File: config.mk
export PLATFORM = sky130hd
export DESIGN_NAME = dasr_top
export DESIGN_NICKNAME = d
export VERILOG_FILES = /design/src/hw/dasr_fifo.v /design/src/hw/dasr_top.v
export VERILOG_INCLUDE_DIRS = /design/src /design/src/hw
export SDC_FILE = /design/constraint.sdc
export NUM_CORES = 1
export LEC_CHECK = 0
export ABC_CLOCK_PERIOD_IN_PS = 2700
export BUFFER_PORTS_ARGS = -buffer_cell sky130_fd_sc_hd__buf_2
export CORE_MARGIN = 2
export CORE_UTILIZATION = 33
export DETAILED_ROUTE_END_ITERATION = 10
export SLEW_MARGIN = 20
export SYNTH_ARGS = -nofsm -noshare
export SYNTH_HDL_FRONTEND = slang
export SYNTH_SLANG_ARGS = --single-unit
File: constraint.sdc
create_clock -name CLK_I -period 2.7 [get_ports CLK_I]
set_input_delay 0.54 -clock CLK_I [delete_from_list [all_inputs] [get_ports CLK_I]]
set_output_delay 0.54 -clock CLK_I [all_outputs]
set_load 0.01 [all_outputs]
File: src/hw/dasr_defines.vh
// constants of the dual converter serial readout block
`ifndef DASR_DEFINES_VH
`define DASR_DEFINES_VH

// ---------------------------------------------------------------
// widths and depths
// ---------------------------------------------------------------
`define DASR_RES_W        13
`define DASR_FIFO_DEPTH   4
`define DASR_SIGN_MASK    13'h1000

// ---------------------------------------------------------------
// register byte offsets (word aligned)
// ---------------------------------------------------------------
`define DASR_OFS_CTRL     8'h00
`define DASR_OFS_STATUS   8'h04
`define DASR_OFS_RESULT   8'h08

// ---------------------------------------------------------------
// field positions
// ---------------------------------------------------------------
`define DASR_CTRL_EN_BIT     0
`define DASR_ST_MODE_LSB     0
`define DASR_ST_REF_BIT      2
`define DASR_ST_BUSY_BIT     3
`define DASR_ST_UNDER_BIT    4
`define DASR_ST_LEVEL_LSB    8
`define DASR_RES_CH2_LSB     16

// ---------------------------------------------------------------
// reset values
// ---------------------------------------------------------------
`define DASR_CTRL_EN_RST     1'b1

// ---------------------------------------------------------------
// io mode strap codes
// ---------------------------------------------------------------
`define DASR_MODE_SE      2'b00
`define DASR_MODE_DIFF    2'b01
`define DASR_MODE_LPDIFF  2'b10

`endif

File: src/hw/dasr_fifo.v
// small synchronous fifo with valid/ready on both sides
`timescale 1ns/100ps
module dasr_fifo #(
    parameter WIDTH = 26,
    parameter DEPTH = 4
) (
    input  wire                           clk_i,
    input  wire                           rst_n_i,
    input  wire                           in_valid_i,
    output wire                           in_ready_o,
    input  wire [WIDTH-1:0]               in_data_i,
    output wire                           out_valid_o,
    input  wire                           out_ready_i,
    output wire [WIDTH-1:0]               out_data_o,
    output wire [$clog2(DEPTH+1)-1:0]     level_o
);
    localparam AW = (DEPTH > 1) ? $clog2(DEPTH) : 1;
    localparam CW = $clog2(DEPTH+1);

    reg [WIDTH-1:0] mem_q [0:DEPTH-1];  // storage words
    reg [AW-1:0]    wr_q;               // write pointer
    reg [AW-1:0]    rd_q;               // read pointer
    reg [CW-1:0]    cnt_q;              // words held

    wire push = in_valid_i & in_ready_o;
    wire pop  = out_valid_o & out_ready_i;

    // honest full and empty come straight from the count
    assign in_ready_o  = (cnt_q != DEPTH[CW-1:0]);
    assign out_valid_o = (cnt_q != {CW{1'b0}});
    assign out_data_o  = mem_q[rd_q];
    assign level_o     = cnt_q;

    // ---------------------------------------------------------------
    // storage write, no reset needed on the data words
    // ---------------------------------------------------------------
    always @(posedge clk_i) begin
        if (push) begin
            mem_q[wr_q] <= in_data_i;
        end
    end

    // ---------------------------------------------------------------
    // pointers and count; wrap by compare so any depth works
    // ---------------------------------------------------------------
    always @(posedge clk_i) begin
        if (!rst_n_i) begin
            wr_q  <= {AW{1'b0}};
            rd_q  <= {AW{1'b0}};
            cnt_q <= {CW{1'b0}};
        end else begin
            if (push) begin
                wr_q <= (wr_q == DEPTH[AW-1:0] - 1'b1) ? {AW{1'b0}} : wr_q + 1'b1;
            end
            if (pop) begin
                rd_q <= (rd_q == DEPTH[AW-1:0] - 1'b1) ? {AW{1'b0}} : rd_q + 1'b1;
            end
            if (push & ~pop) begin
                cnt_q <= cnt_q + 1'b1;
            end else if (pop & ~push) begin
                cnt_q <= cnt_q - 1'b1;
            end
        end
    end
endmodule

File: src/hw/dasr_top.v
// dual channel converter serial readout: sar sequencer, pins, ahb regs
//
// Overview of operation
// - start falling edge holds sample, starts conversion
// - start input single-ended in every mode
// - each shift clock fall presents next bit
// - two channels, own outputs, shared shift clock
// - single-ended: result only on positive pin
// - differential: result on positive and negative pins
// - echo clock follows shift clock, matched to data
// - single-ended: echo only on positive pin
// - differential: echo on both pins
// - single-ended: negative echo pin high disables echo output
// - strap picks single, differential, low-power differential
// - reference enable low disables both buffers
// - result is 13-bit two's complement, sign msb
// - one approximation step per shift clock pulse
`timescale 1ns/100ps
`include "dasr_defines.vh"
module dasr_top #(
    parameter RES_W      = `DASR_RES_W,
    parameter FIFO_DEPTH = `DASR_FIFO_DEPTH
) (
    input  wire                       CLK_I,
    input  wire                       RST_N_I,
    // ahb-lite slave
    input  wire                       HSEL_I,
    input  wire [31:0]                HADDR_I,
    input  wire [1:0]                 HTRANS_I,
    input  wire                       HWRITE_I,
    input  wire [2:0]                 HSIZE_I,
    input  wire [31:0]                HWDATA_I,
    input  wire                       HREADY_I,
    output wire [31:0]                HRDATA_O,
    output wire                       HREADYOUT_O,
    output wire                       HRESP_O,
    // sampled analog values entering the hold stage
    input  wire                       SAMPLE_VALID_I,
    output wire                       SAMPLE_READY_O,
    input  wire [RES_W-1:0]           SAMPLE_CH1_I,
    input  wire [RES_W-1:0]           SAMPLE_CH2_I,
    // straps
    input  wire [1:0]                 IO_MODE_I,
    input  wire                       REF_BUFFER_ENABLE_I,
    output wire                       REF1_BUF_ON_O,
    output wire                       REF2_BUF_ON_O,
    output wire [1:0]                 IO_STD_O,
    // link pins
    input  wire                       CONVERT_START_N_I,
    input  wire                       SHIFT_CLK_P_I,
    input  wire                       SHIFT_CLK_N_I,
    output wire                       CH1_SERIAL_OUT_P_O,
    output wire                       CH1_SERIAL_OUT_N_O,
    output wire                       CH1_SERIAL_OUT_N_OE_O,
    output wire                       CH2_SERIAL_OUT_P_O,
    output wire                       CH2_SERIAL_OUT_N_O,
    output wire                       CH2_SERIAL_OUT_N_OE_O,
    output wire                       ECHO_CLOCK_OUT_P_O,
    output wire                       ECHO_CLOCK_OUT_P_OE_O,
    input  wire                       ECHO_CLOCK_OUT_N_I,
    output wire                       ECHO_CLOCK_OUT_N_O,
    output wire                       ECHO_CLOCK_OUT_N_OE_O
);
    localparam CW = $clog2(FIFO_DEPTH+1);
    localparam [RES_W-1:0] SIGN_MASK = `DASR_SIGN_MASK;
    localparam [3:0] LAST_IDX = RES_W - 1;

    // ---------------------------------------------------------------
    // declarations
    // ---------------------------------------------------------------
    reg  [1:0]         mode_q;        // strap caught during reset
    reg                ref_q;         // reference buffer enable
    reg                cnv_prev_q;    // start pin, last cycle
    reg                sck_prev_q;    // resolved shift clock, last cycle
    reg                echo_q;        // echo clock, aligned with data
    reg                echo_off_q;    // echo disabled by negative pin
    reg  [2*RES_W-1:0] held_q;        // held samples {ch2, ch1}
    reg  [2*RES_W-1:0] sar_q;         // approximation registers
    reg  [2*RES_W-1:0] result_q;      // last finished result
    reg  [1:0]         dout_q;        // serial bits {ch2, ch1}
    reg  [3:0]         idx_q;         // bit under decision
    reg                active_q;      // conversion in progress
    reg                under_q;       // start seen with fifo empty
    reg                en_q;          // conversions allowed
    reg                wr_pend_q;     // ahb write in data phase
    reg  [7:0]         wr_addr_q;     // its address
    reg  [31:0]        rdata_q;       // ahb read data
    reg  [31:0]        rd_mux;        // read selector
    reg                sck_lvl;       // resolved shift clock level

    wire               diff = (mode_q != `DASR_MODE_SE);
    wire [2*RES_W-1:0] fifo_data;
    wire               fifo_valid;
    wire [CW-1:0]      fifo_level;
    wire               cnv_fall;
    wire               sck_fall;
    wire               start;
    wire [1:0]         dec;
    wire [2*RES_W-1:0] sar_nx;
    wire [RES_W-1:0]   bit_mask;
    wire               acc;
    wire               under_clr;

    // ---------------------------------------------------------------
    // sample buffer: back-pressure reaches the sample source
    // ---------------------------------------------------------------
    dasr_fifo #(
        .WIDTH (2*RES_W),
        .DEPTH (FIFO_DEPTH)
    ) u_fifo (
        .clk_i       (CLK_I),
        .rst_n_i     (RST_N_I),
        .in_valid_i  (SAMPLE_VALID_I),
        .in_ready_o  (SAMPLE_READY_O),
        .in_data_i   ({SAMPLE_CH2_I, SAMPLE_CH1_I}),
        .out_valid_o (fifo_valid),
        .out_ready_i (start),
        .out_data_o  (fifo_data),
        .level_o     (fifo_level)
    );

    // ---------------------------------------------------------------
    // straps: mode caught while reset is held, ref buffers live
    // ---------------------------------------------------------------
    always @(posedge CLK_I) begin
        if (!RST_N_I) begin
            mode_q <= IO_MODE_I;
            ref_q  <= 1'b1;
        end else begin
            ref_q  <= REF_BUFFER_ENABLE_I;
        end
    end

    // both buffers share one enable; pull-up default is the reset value
    assign REF1_BUF_ON_O = ref_q;
    assign REF2_BUF_ON_O = ref_q;
    assign IO_STD_O      = mode_q;

    // ---------------------------------------------------------------
    // shift clock resolve: single pin, or pair with held level when
    // both legs agree (a glitch-free choice for a noisy crossing)
    // ---------------------------------------------------------------
    always @* begin
        if (!diff) begin
            sck_lvl = SHIFT_CLK_P_I;
        end else if (SHIFT_CLK_P_I != SHIFT_CLK_N_I) begin
            sck_lvl = SHIFT_CLK_P_I;
        end else begin
            sck_lvl = sck_prev_q;
        end
    end

    // start stays a plain single-ended input whatever the strap says
    assign cnv_fall = cnv_prev_q & ~CONVERT_START_N_I;
    assign sck_fall = sck_prev_q & ~sck_lvl;
    assign start    = cnv_fall & en_q;

    // ---------------------------------------------------------------
    // edge history and echo clock
    // ---------------------------------------------------------------
    always @(posedge CLK_I) begin
        if (!RST_N_I) begin
            cnv_prev_q <= 1'b1;
            sck_prev_q <= 1'b0;
            echo_q     <= 1'b0;
            echo_off_q <= 1'b0;
        end else begin
            cnv_prev_q <= CONVERT_START_N_I;
            sck_prev_q <= sck_lvl;
            // registered with the data so both move on one edge
            echo_q     <= sck_lvl;
            echo_off_q <= ~diff & ECHO_CLOCK_OUT_N_I;
        end
    end

    // ---------------------------------------------------------------
    // successive approximation, one decision per channel per step
    // ---------------------------------------------------------------
    assign bit_mask = {{(RES_W-1){1'b0}}, 1'b1} << idx_q;

    genvar g;
    generate
        for (g = 0; g < 2; g = g + 1) begin : g_ch
            // offset binary view makes the compare unsigned
            wire [RES_W-1:0] ob   = held_q[g*RES_W +: RES_W] ^ SIGN_MASK;
            wire [RES_W-1:0] test = sar_q[g*RES_W +: RES_W] | bit_mask;
            wire             keep = (ob >= test);
            assign sar_nx[g*RES_W +: RES_W] =
                keep ? test : sar_q[g*RES_W +: RES_W];
            // sign decision is inverted back to two's complement
            assign dec[g] = keep ^ (idx_q == LAST_IDX);
        end
    endgenerate

    // ---------------------------------------------------------------
    // conversion sequencer; a new start beats a shift edge
    // ---------------------------------------------------------------
    always @(posedge CLK_I) begin
        if (!RST_N_I) begin
            held_q   <= {(2*RES_W){1'b0}};
            sar_q    <= {(2*RES_W){1'b0}};
            result_q <= {(2*RES_W){1'b0}};
            dout_q   <= 2'b00;
            idx_q    <= 4'h0;
            active_q <= 1'b0;
        end else if (start) begin
            // hold both channels at once; empty fifo holds zero
            held_q   <= fifo_valid ? fifo_data : {(2*RES_W){1'b0}};
            sar_q    <= {(2*RES_W){1'b0}};
            idx_q    <= LAST_IDX;
            active_q <= 1'b1;
            dout_q   <= 2'b00;
        end else if (sck_fall & active_q) begin
            // both channels shift together, msb decided first
            dout_q <= dec;
            sar_q  <= sar_nx;
            if (idx_q == 4'h0) begin
                active_q <= 1'b0;
                result_q <= sar_nx ^ {SIGN_MASK, SIGN_MASK};
            end else begin
                idx_q <= idx_q - 4'h1;
            end
        end else if (sck_fall) begin
            // past the lsb the lines idle low
            dout_q <= 2'b00;
        end
    end

    // ---------------------------------------------------------------
    // pin drivers
    // ---------------------------------------------------------------
    assign CH1_SERIAL_OUT_P_O    = dout_q[0];
    assign CH1_SERIAL_OUT_N_O    = diff & ~dout_q[0];
    assign CH1_SERIAL_OUT_N_OE_O = diff;
    assign CH2_SERIAL_OUT_P_O    = dout_q[1];
    assign CH2_SERIAL_OUT_N_O    = diff & ~dout_q[1];
    assign CH2_SERIAL_OUT_N_OE_O = diff;
    // negative echo leg turns input in single-ended mode
    assign ECHO_CLOCK_OUT_P_O    = echo_q & ~echo_off_q;
    assign ECHO_CLOCK_OUT_P_OE_O = ~echo_off_q;
    assign ECHO_CLOCK_OUT_N_O    = diff & ~echo_q;
    assign ECHO_CLOCK_OUT_N_OE_O = diff;

    // ---------------------------------------------------------------
    // ahb-lite slave: zero wait states, always okay
    // ---------------------------------------------------------------
    assign acc         = HSEL_I & HTRANS_I[1] & HREADY_I;
    assign HREADYOUT_O = 1'b1;
    assign HRESP_O     = 1'b0;
    assign HRDATA_O    = rdata_q;
    assign under_clr   = wr_pend_q & (wr_addr_q == `DASR_OFS_STATUS)
                       & HWDATA_I[`DASR_ST_UNDER_BIT];

    // read selector; unmapped words read zero
    always @* begin
        rd_mux = 32'h0000_0000;
        case (HADDR_I[7:0])
            `DASR_OFS_CTRL: begin
                rd_mux[`DASR_CTRL_EN_BIT] = en_q;
            end
            `DASR_OFS_STATUS: begin
                rd_mux[`DASR_ST_MODE_LSB +: 2]   = mode_q;
                rd_mux[`DASR_ST_REF_BIT]         = ref_q;
                rd_mux[`DASR_ST_BUSY_BIT]        = active_q;
                rd_mux[`DASR_ST_UNDER_BIT]       = under_q;
                rd_mux[`DASR_ST_LEVEL_LSB +: CW] = fifo_level;
            end
            `DASR_OFS_RESULT: begin
                rd_mux[RES_W-1:0] = result_q[RES_W-1:0];
                rd_mux[`DASR_RES_CH2_LSB +: RES_W] = result_q[2*RES_W-1:RES_W];
            end
            default: begin
                rd_mux = 32'h0000_0000;
            end
        endcase
    end

    // address phase capture, data phase write
    always @(posedge CLK_I) begin
        if (!RST_N_I) begin
            wr_pend_q <= 1'b0;
            wr_addr_q <= 8'h00;
            rdata_q   <= 32'h0000_0000;
            en_q      <= `DASR_CTRL_EN_RST;
        end else begin
            wr_pend_q <= acc & HWRITE_I;
            wr_addr_q <= HADDR_I[7:0];
            if (acc & ~HWRITE_I) begin
                rdata_q <= rd_mux;
            end
            if (wr_pend_q & (wr_addr_q == `DASR_OFS_CTRL)) begin
                en_q <= HWDATA_I[`DASR_CTRL_EN_BIT];
            end
        end
    end

    // underrun flag: set wins over a write-one clear
    always @(posedge CLK_I) begin
        if (!RST_N_I) begin
            under_q <= 1'b0;
        end else if (start & ~fifo_valid) begin
            under_q <= 1'b1;
        end else if (under_clr) begin
            under_q <= 1'b0;
        end
    end
endmodule

Yosys cells after proc, flatten, opt, wreduce, memory -nomap -nowiden
Memory sizes are Yosys's and may differ from the RTL's. A register that Yosys moved wholly into a read port is not among the register bits.
Index checks and enable logic that the tools add are counted.
- register bits: 135
- bits in latches: 0
- RAM bits: 104
- bits in read-only memories: 0
- input port bits: 108
- output and inout port bits: 49
- word-level logic and storage cells: 124
- memories: 1
- $add $sub $neg: 5
- multipliers: 0
- divide/modulo/power cells: 0
- magnitude comparators: 2
- eq/ne operators: 9
- shifts and indexed selects: 1
- muxes and demuxes: 29
- bitwise gates (word level): 42
- reduce and logical (&&, ||, !) cells: 15
- memory list (memory ; depth ; width ; read ports ; clocked after memory_dff ; write ports ; RTL line ; text):
    u_fifo.mem_q ; 4 ; 26 ; 1 ; 1 ; 1 ; dasr_fifo.v:20 ; reg [WIDTH-1:0] mem_q [0:DEPTH-1];
- operator list (operator ; count):
    $mux 13 ; 3
    $ge 13x13->1 ; 2
    $mux 26 ; 1
    $or 13x13->13 ; 2
    $and 1x1->1 ; 21
    $eq 8x3->1 const B ; 2
    $logic_not 8->1 ; 2
    $not 1->1 ; 16
    $mux 2 ; 7
    $shl 1x4->13 const A ; 1
    $mux 4 ; 3
    $reduce_bool 2->1 ; 6
    $mux 1 ; 9
    $mux 3 ; 3
    $eq 8x4->1 const B ; 1
    $pmux 4 s2 ; 1
    $pmux 3 s2 ; 1
    $reduce_and 2->1 ; 3
    $add 2x1->2 const B ; 2
    $eq 2x2->1 const B ; 2
    $eq 4x4->1 const B ; 1
    $logic_not 4->1 ; 1
    $sub 4x1->4 const B ; 1
    $add 3x1->3 const B ; 1
    other kinds (10) ; 11

Longest topological paths before layout
Gate-level depths: netlist of run 1.
- depth after elaboration: 8
- mapped depth: 11
- gate-level depth less buffers: 10

Modules after synthesis
A second synthesis of run 1 with hierarchy kept.
- cells, all modules: 779
- area total of the unflattened synthesis: 9600.5 um2
- modules (own cells, without submodules) (module ; times used ; cells an instance ; area each (um2) ; sequential area each (um2)):
    dasr_top ; 1 ; 592 ; 5367.6 ; 2582.5
    dasr_fifo ; 1 ; 187 ; 4232.8 ; 3303.2

Worst setup path after synthesis of run 1
OpenSTA, ideal clock, no wires.
- path type: register to register
- start point: reg idx_q[0]
- end point: reg sar_q[18]
- setup time: 117 ps
- arrival: 2595 ps
- data required time: 2583 ps
- path slack: -12 ps
- cell stages (with the launch flop): 12
- buffers on the path: 1
- period minus slack after synthesis: 2712 ps
- cells stage by stage: dfxtp_1 -> inv_1 -> ha_1 -> nor3b_1 -> or2_2 -> ha_1 -> nand2b_1 -> a21o_1 -> a211oi_1 -> nand2_1 -> clkbuf_1 -> a32o_1
- word-level cells in the longest chain between the ends: 4
- ends and longest elaborated chain (what ; RTL line ; text):
    start: declaration ; dasr_top.v:81 ; reg [3:0] idx_q;
    start signal: assignment ; dasr_top.v:221 ; idx_q <= idx_q - 4'h1;
    $shl 1x4->13 (*) ; dasr_top.v:179 ; assign bit_mask = {{(RES_W-1){1'b0}}, 1'b1} << idx_q;
    $or 13x13->13 (*) ; dasr_top.v:186 ; wire [RES_W-1:0] test = sar_q[g*RES_W +: RES_W] | bit_mask;
    $ge 13x13->1 ; dasr_top.v:187 ; wire keep = (ob >= test);
    $mux 13 (*) ; dasr_top.v:189 ; keep ? test : sar_q[g*RES_W +: RES_W];
    end signal: assignment ; dasr_top.v:201 ; sar_q <= {(2*RES_W){1'b0}};
    end signal: assignment ; dasr_top.v:209 ; sar_q <= {(2*RES_W){1'b0}};
    end signal: assignment ; dasr_top.v:216 ; sar_q <= sar_nx;
    end: declaration ; dasr_top.v:78 ; reg [2*RES_W-1:0] sar_q;
Every way passes the cells marked *; elsewhere a longest branch is shown, timed or not.
A chain may end at the register's enable or synchronous reset.

Final worst setup path of run 1
- start point: reg idx_q[0]
- end point: reg sar_q[0]
Same word-level chain as after synthesis.

==> results.txt, run 1 <==
Clock Sinks: 241
Yosys top cell area share: 33.5%
Global route overflow: 0
Area of the multi-input gates: 3410 µm²
Lkg Pwr: 4.27 nW
Final hold vios: 0
Count of pins over their slew limit: 0
Worst Reg2Reg Path Length in Cells: 12
Ranking of synthesized cells by area: edfxtp_1 (34%), dfxtp_1 (28%), mux4_2 (6.2%)
Detail Route met3 WL: 1090 µm
Cell Chain, Critical Path: inv_1, ha_2, nor3b_4, or2_4, ha_1, nand2b_1, a21o_1, a211oi_2, buf_4, nand2_1, buf_6, a32o_1
Via count: 6146
Worst min-delay path category: in2reg
Worst clock skew: 13.3 ps
Hold Worst Slack: 204 ps
Overall Global Routing Usage: 13.5%
Final Setup Violations: 0
DRT iter0 DRCs: 400
Vias per cell: 4.89
DR pass1 iterations: 5
Layout Utilization: 39.9%
Core Area: 28500 µm²
Max Fclk: 387 MHz
Starting Density: 33.3%
FP Rows: 62
Worst path slowest cell: dfxtp_1
First-pass GRT wire length: 32900 µm
Placer congestion estimate: 0.826
WL/cell: 16.5 µm
Buffers added on ports: 90
Max FO, Critical Path: 9
Post-synth top flop: dfxtp_1
Highest routed layer: met4
DR WL met2: 9370 µm
Netlist cell types: 52
Syn Area/Cell: 12.8 µm²
Sequential share of the synthesized area: 62.0%
Most common cell in the netlist: dfxtp_1
Root Buffer: clkbuf_16
Clock Latency Late Sink: 520 ps
Worst setup EP type: flip-flop
Crit start category: flip-flop
Max-Cap Viols: 0
PD cells: 787 nW/µm²
Largest net degree at the start of global routing: 52
# H-tree levels: 1
Synth top cells by count: dfxtp_1 (135), edfxtp_1 (106), nor2_1 (67), nand2_1 (52), a21oi_1 (41)
Filler instances: 2769
Critical path class: reg2reg
Die X: 174 µm
EDFF count, synth: 106
Worst-Margin Slew: 750 ps
Nets: 1000
Fin crit share: 95.6%
FFs w/ async S/R, synth: 0%
DIE AREA: 30200 µm²
Vias in the first global route: 6057
Clock Path Buffers: 3
Clk slew on worst S/H paths: 60 ps
Max incr delay on CP: 330 ps
Initial antenna violation count: 0
VDD IR max: 0.514 mV
Final Total Pwr: 8.96 mW
Metal-1 WL: 9730 µm
DRC: 0
Synth Instances: 741
Chip Height: 174 µm
Final worst path period need: 2580 ps
Num CTS Buffers: 25
Post-synth top area cell: edfxtp_1
Drt total wl: 20700 µm
Outcome: complete, no violations
Hpwl dp: 14100 µm
Post-CTS Setup Repair Bufs: 0
Share of layout cells above drive strength 1: 25.3%
Slew margin rel.: 50.0%
Detail Route Antenna Nets: 0
Post-Syn Area: 9500 µm²
CP Data Required Time: 3100 ps
Area growth syn-to-layout: 19.9%
Critical path arrival: 2980 ps
Hold path cells: 1
Area occupied by registers: 5890 µm²
CTS tree: yes
Yosys reg bits: 241
I/O pins: 157
ANT cells: 0
Synth warn: 0
==> cells by family after synthesis <==
| logic type | Yosys count | synth area share, % |
|---|---|---|
| buffers and inverters | 62 | 3.07 |
| AND/OR/NAND/NOR | 204 | 10.7 |
| XOR/XNOR | 4 | 0.369 |
| AO/OA/AOI/OAI | 158 | 12.0 |
| other | 2 | 0.0790 |
| multiplexers | 32 | 6.80 |
| adder cells (fa/ha/maj) | 38 | 5.08 |
| flip-flops | 241 | 62.0 |
==> flip-flops by register name, indices dropped and copies added, names as in the netlist, 2 cells and up, named ones only <==
| signal | count |
|---|---|
| held_q | 26 |
| u_fifo.rd_q | 2 |
| u_fifo.wr_q | 2 |
| wr_addr_q | 8 |
| u_fifo.level_o | 3 |
| IO_STD_O | 2 |
| dout_q | 2 |
| sar_q | 24 |
| HRDATA_O | 26 |
| result_q | 26 |
| u_fifo.mem_q | 104 |
| idx_q | 4 |
==> path summary, 6_finish.rpt <==
| kind | startpoint | end | slack [ps] |
|---|---|---|---|
| hold reg to reg | result_q[21]$_SDFFE_PN0P_ | result_q[21]$_SDFFE_PN0P_ | 450 |
| setup reg to reg | idx_q[0]$_SDFFE_PP0P_ | sar_q[0]$_SDFFE_PP0P_ | 120 |
| setup / recovery | idx_q[0]$_SDFFE_PP0P_ | sar_q[0]$_SDFFE_PP0P_ | 120 |
| hold / removal | IO_MODE_I[1] | IO_STD_O[1]$_DFFE_PN_ | 200 |
==> cell type report <==
cell class,count,share of cell area (%)
Clock buffer,31,5.78
Clock inverter,14,1.29
Inverter,14,0.461
Multi-Input combinational cell,444,30.0
Sequential cell,241,51.7
Tap cell,384,4.22
Timing Repair Buffer,128,6.60
==> per-stage QoR <==
step,cell area (µm²),setup WS (ps),instances,setup TNS (ps)
finish,11400,119,1256,0
global route,11400,-27.6,1256,-103
CTS,11300,32.1,1256,0
detailed placement,10500,-62.8,1211,-501
global placement,10500,16.7,1211,0
floorplan,9530,20.4,747,0
==> metal layers <==
metal / GRT usage [%] / up-vias
met1: 18.8 / 2953
met2: 21.9 / 158
met4: 3.68 / 0
met3: 2.39 / 35
met5: 0 / -
li1: - / 3000
==> critical path, delay by kind of cell, from the launching register on <==
kind                     cells  cell delay (ps)
buffers and inverters        3              360
adder cells (fa/ha/maj)      2              460
flip-flops                   1              330
AND/OR/NAND/NOR              4              630
AO/OA/AOI/OAI                3              680
==> report_power, final <==
part | leakage [nW] | switching (mW) | internal (mW)
combinational | 1.81 | 0.686 | 0.608
sequential | 2.07 | 0.171 | 4.12
clock | 0.390 | 1.37 | 2.01
total | 4.27 | 2.22 | 6.74
==> cells in the final DEF, fill, tap and decap left out, types with 4 or more instances in the layout <==
cell type	n
and2_1	16
a222oi_1	7
buf_4	36
clkinv_1	4
a31oi_1	10
nand2b_1	6
clkinv_2	4
edfxtp_1	106
nor2_2	6
clkbuf_1	5
inv_1	13
mux4_2	26
clkbuf_16	25
a32o_1	16
a22oi_1	18
ha_1	35
nand4_1	5
conb_1	8
a21oi_1	41
nor2_1	62
dfxtp_1	133
mux2i_1	6
and3_1	17
a22o_1	36
nand2_1	52
o21ai_0	16
buf_2	90
nand3_1	8
==> repair_timing <==
action,4_1_cts,5_1_grt
pin swaps,0,2
resized for setup,3,17
setup endpoints to repair,35,36
hold buffers,0,0
gates cloned,0,0
Note: power is estimated with default switching activity, not from simulation.
==> inputs of run 2 (changes only) <==
--- a/config.mk
+++ b/config.mk
@@ -8,7 +8,6 @@
 export LEC_CHECK = 0
 export ABC_CLOCK_PERIOD_IN_PS = 2700
 export BUFFER_PORTS_ARGS = -buffer_cell sky130_fd_sc_hd__buf_2
-export CORE_MARGIN = 2
 export CORE_UTILIZATION = 33
 export DETAILED_ROUTE_END_ITERATION = 10
 export SLEW_MARGIN = 20
==> run 2 against run 1 <==
Wire length down 0.73%; highest routed layer unchanged; final cell count is 0.96% lower; largest cell class unchanged; combinational power about the same; clock power rose by 4%; global-route usage is 0.61 points higher; non-clock buffer count shrank 4; flip-flop and latch count unchanged; first-iteration DRC count grew 14%; critical path depth down 1; largest power group unchanged; sequential power about the same; clock skew up 9.3 ps.
==> results.txt, run 2 (synthesis gave the netlist of run 1 again) <==
Outcome: complete, no violations
Max incr delay on CP: 320 ps
Largest net degree at the start of global routing: 51
Critical path arrival: 2960 ps
DR pass1 iterations: 5
Clock Latency Late Sink: 530 ps
PD cells: 796 nW/µm²
Area growth syn-to-layout: 19.6%
Crit start category: flip-flop
Commonest non-fill, non-tap cell in the layout: dfxtp_1
Int Pwr: 6.83 mW
Max FO, Critical Path: 14
Worst Reg2Reg Path Length in Cells: 11
Fin crit share: 94.8%
Hpwl dp: 14200 µm
Critical path class: reg2reg
Worst path slowest cell: dfxtp_2
Clock Sinks: 241
ANT cells: 0
Worst setup EP type: flip-flop
Via count: 6144
Clk slew on worst S/H paths: 60 ps
WL/cell: 16.5 µm
Largest Register: u_fifo.mem_q
Comb pwr share: 14.1%
Drt total wl: 20600 µm
Final Total Pwr: 9.04 mW
Worst-Margin Slew: 542 ps
Buffers added on ports: 90
Switching pwr: 2.21 mW
CP Data Required Time: 3100 ps
Final Setup Violations: 0
Worst clock skew: 22.6 ps
Final hold vios: 0
Slew margin rel.: 63.9%
Worst min-delay path category: in2reg
Most frequent CP cell: ha_1
VDD IR max: 0.469 mV
Clock network fraction of total power: 38.8%
Root Buffer: clkbuf_16
First-pass GRT wire length: 32500 µm
Hold path cells: 1
Non-filler cells, final: 1244
Count of pins over their slew limit: 0
CP delay by family, top: compound AO/OA/AOI/OAI gates
Die X: 172 µm
Most frequent cells in the layout: dfxtp_1 (131), edfxtp_1 (106), buf_2 (90), nor2_1 (63), nand2_1 (52)
Nets: 996
Sequential Power Share: 47.1%
Global route overflow: 0
Placed cell count: 1201
Lkg Pwr: 4.27 nW
Chip Height: 172 µm
FP Rows: 61
Switching Fraction: 24.5%
Vias per cell: 4.94
Final worst path period need: 2560 ps
DIE AREA: 29500 µm²
CTS tree: yes
CP Buf/Inv Count: 2
Cell Chain, Critical Path: inv_1, ha_1, nor3b_2, or2_2, ha_1, nand2b_1, a21o_1, a211oi_2, nand2_1, buf_6, a32o_1
Max Fclk: 391 MHz
Max-Cap Viols: 0
Initial antenna violation count: 0
Vias in the first global route: 5988
Detail Route Antenna Nets: 0
I/O pins: 157
# H-tree levels: 1
Starting Density: 33.8%
Share of layout cells above drive strength 1: 24.8%
Overall Global Routing Usage: 14.1%
DRT iter0 DRCs: 457
Max FFs per register: 104
Placer congestion estimate: 0.797
Layout Utilization: 40.4%
Core Area: 28100 µm²
Critical Path Stages: 11
Post-CTS Setup Repair Bufs: 0
DRC: 0
Clock Path Buffers: 3
Num CTS Buffers: 25
[run 2: cell types whose count changed in the layout (fill, tap and decap cells not counted), sizes merged]
cell      change
inv           +1
clkinv        -4
buf           -4
clkbuf        +1
clkinvlp      -1
bufinv        +1
[run 2: worst paths after layout]
| kind | startpoint | endpoint | slack [ps] |
|---|---|---|---|
| worst min register to register | result_q[18]$_SDFFE_PN0P_ | result_q[18]$_SDFFE_PN0P_ | 450 |
| worst max-delay path | idx_q[0]$_SDFFE_PP0P_ | sar_q[21]$_SDFFE_PP0P_ | 140 |
| worst max register to register | idx_q[0]$_SDFFE_PP0P_ | sar_q[21]$_SDFFE_PP0P_ | 140 |
| worst min-delay path | IO_MODE_I[0] | IO_STD_O[0]$_DFFE_PN_ | 210 |
[run 2: layout make-up]
class	instances	area [µm²]
clock inverter	11	165
tap	378	473
sequential	241	5890
inverter	14	52.6
clock buffer	32	672
timing repair buffer	124	722
multi-input combinational	444	3390
fill	2711	16700
[run 2: routing by layer]
layer  wire [µm]  global-route usage, %  up-vias
li1            -                      -     2990
met1        9790                   19.5     2972
met2        9430                   23.2      153
met3         979                   2.28       29
met4         377                   3.38        0
met5           0                      0        -
[run 2: worst register-to-register path, stage by stage, from the launching register on]
cell	delay [ps]
dfxtp_2	320
inv_1	50
ha_1	210
nor3b_2	180
or2_2	300
ha_1	270
nand2b_1	140
a21o_1	200
a211oi_2	280
nand2_1	100
buf_6	160
a32o_1	250
[run 2: through the flow]
step,setup slack (ps),TNS (ps),area [µm²],hold slack (ps)
2_1_floorplan,20.4,0,9530,436
3_3_place_gp,39.4,0,10500,443
3_5_place_dp,1.43,0,10500,449
4_1_cts,38.1,0,11300,186
5_1_grt,-3.01,-3.01,11400,191
6_report,139,0,11400,207
[run 2: timing repair]
action / CTS / global route
hold buffers: 0 / 0
pin swaps: 0 / 2
endpoints found under the setup margin: 15 / 35
cloned: 0 / 0
gates resized for setup: 1 / 11
[run 2: power groups by stage]
stage / logic [mW] / registers [mW] / clock network, mW
5_1_grt: 1.43 / 4.29 / 3.73
3_3_place_gp: 1.25 / 4.33 / 0
3_5_place_dp: 1.28 / 4.34 / 0
4_1_cts: 1.29 / 4.26 / 3.59
2_1_floorplan: 0.914 / 4.29 / 0
6_report: 1.27 / 4.26 / 3.51
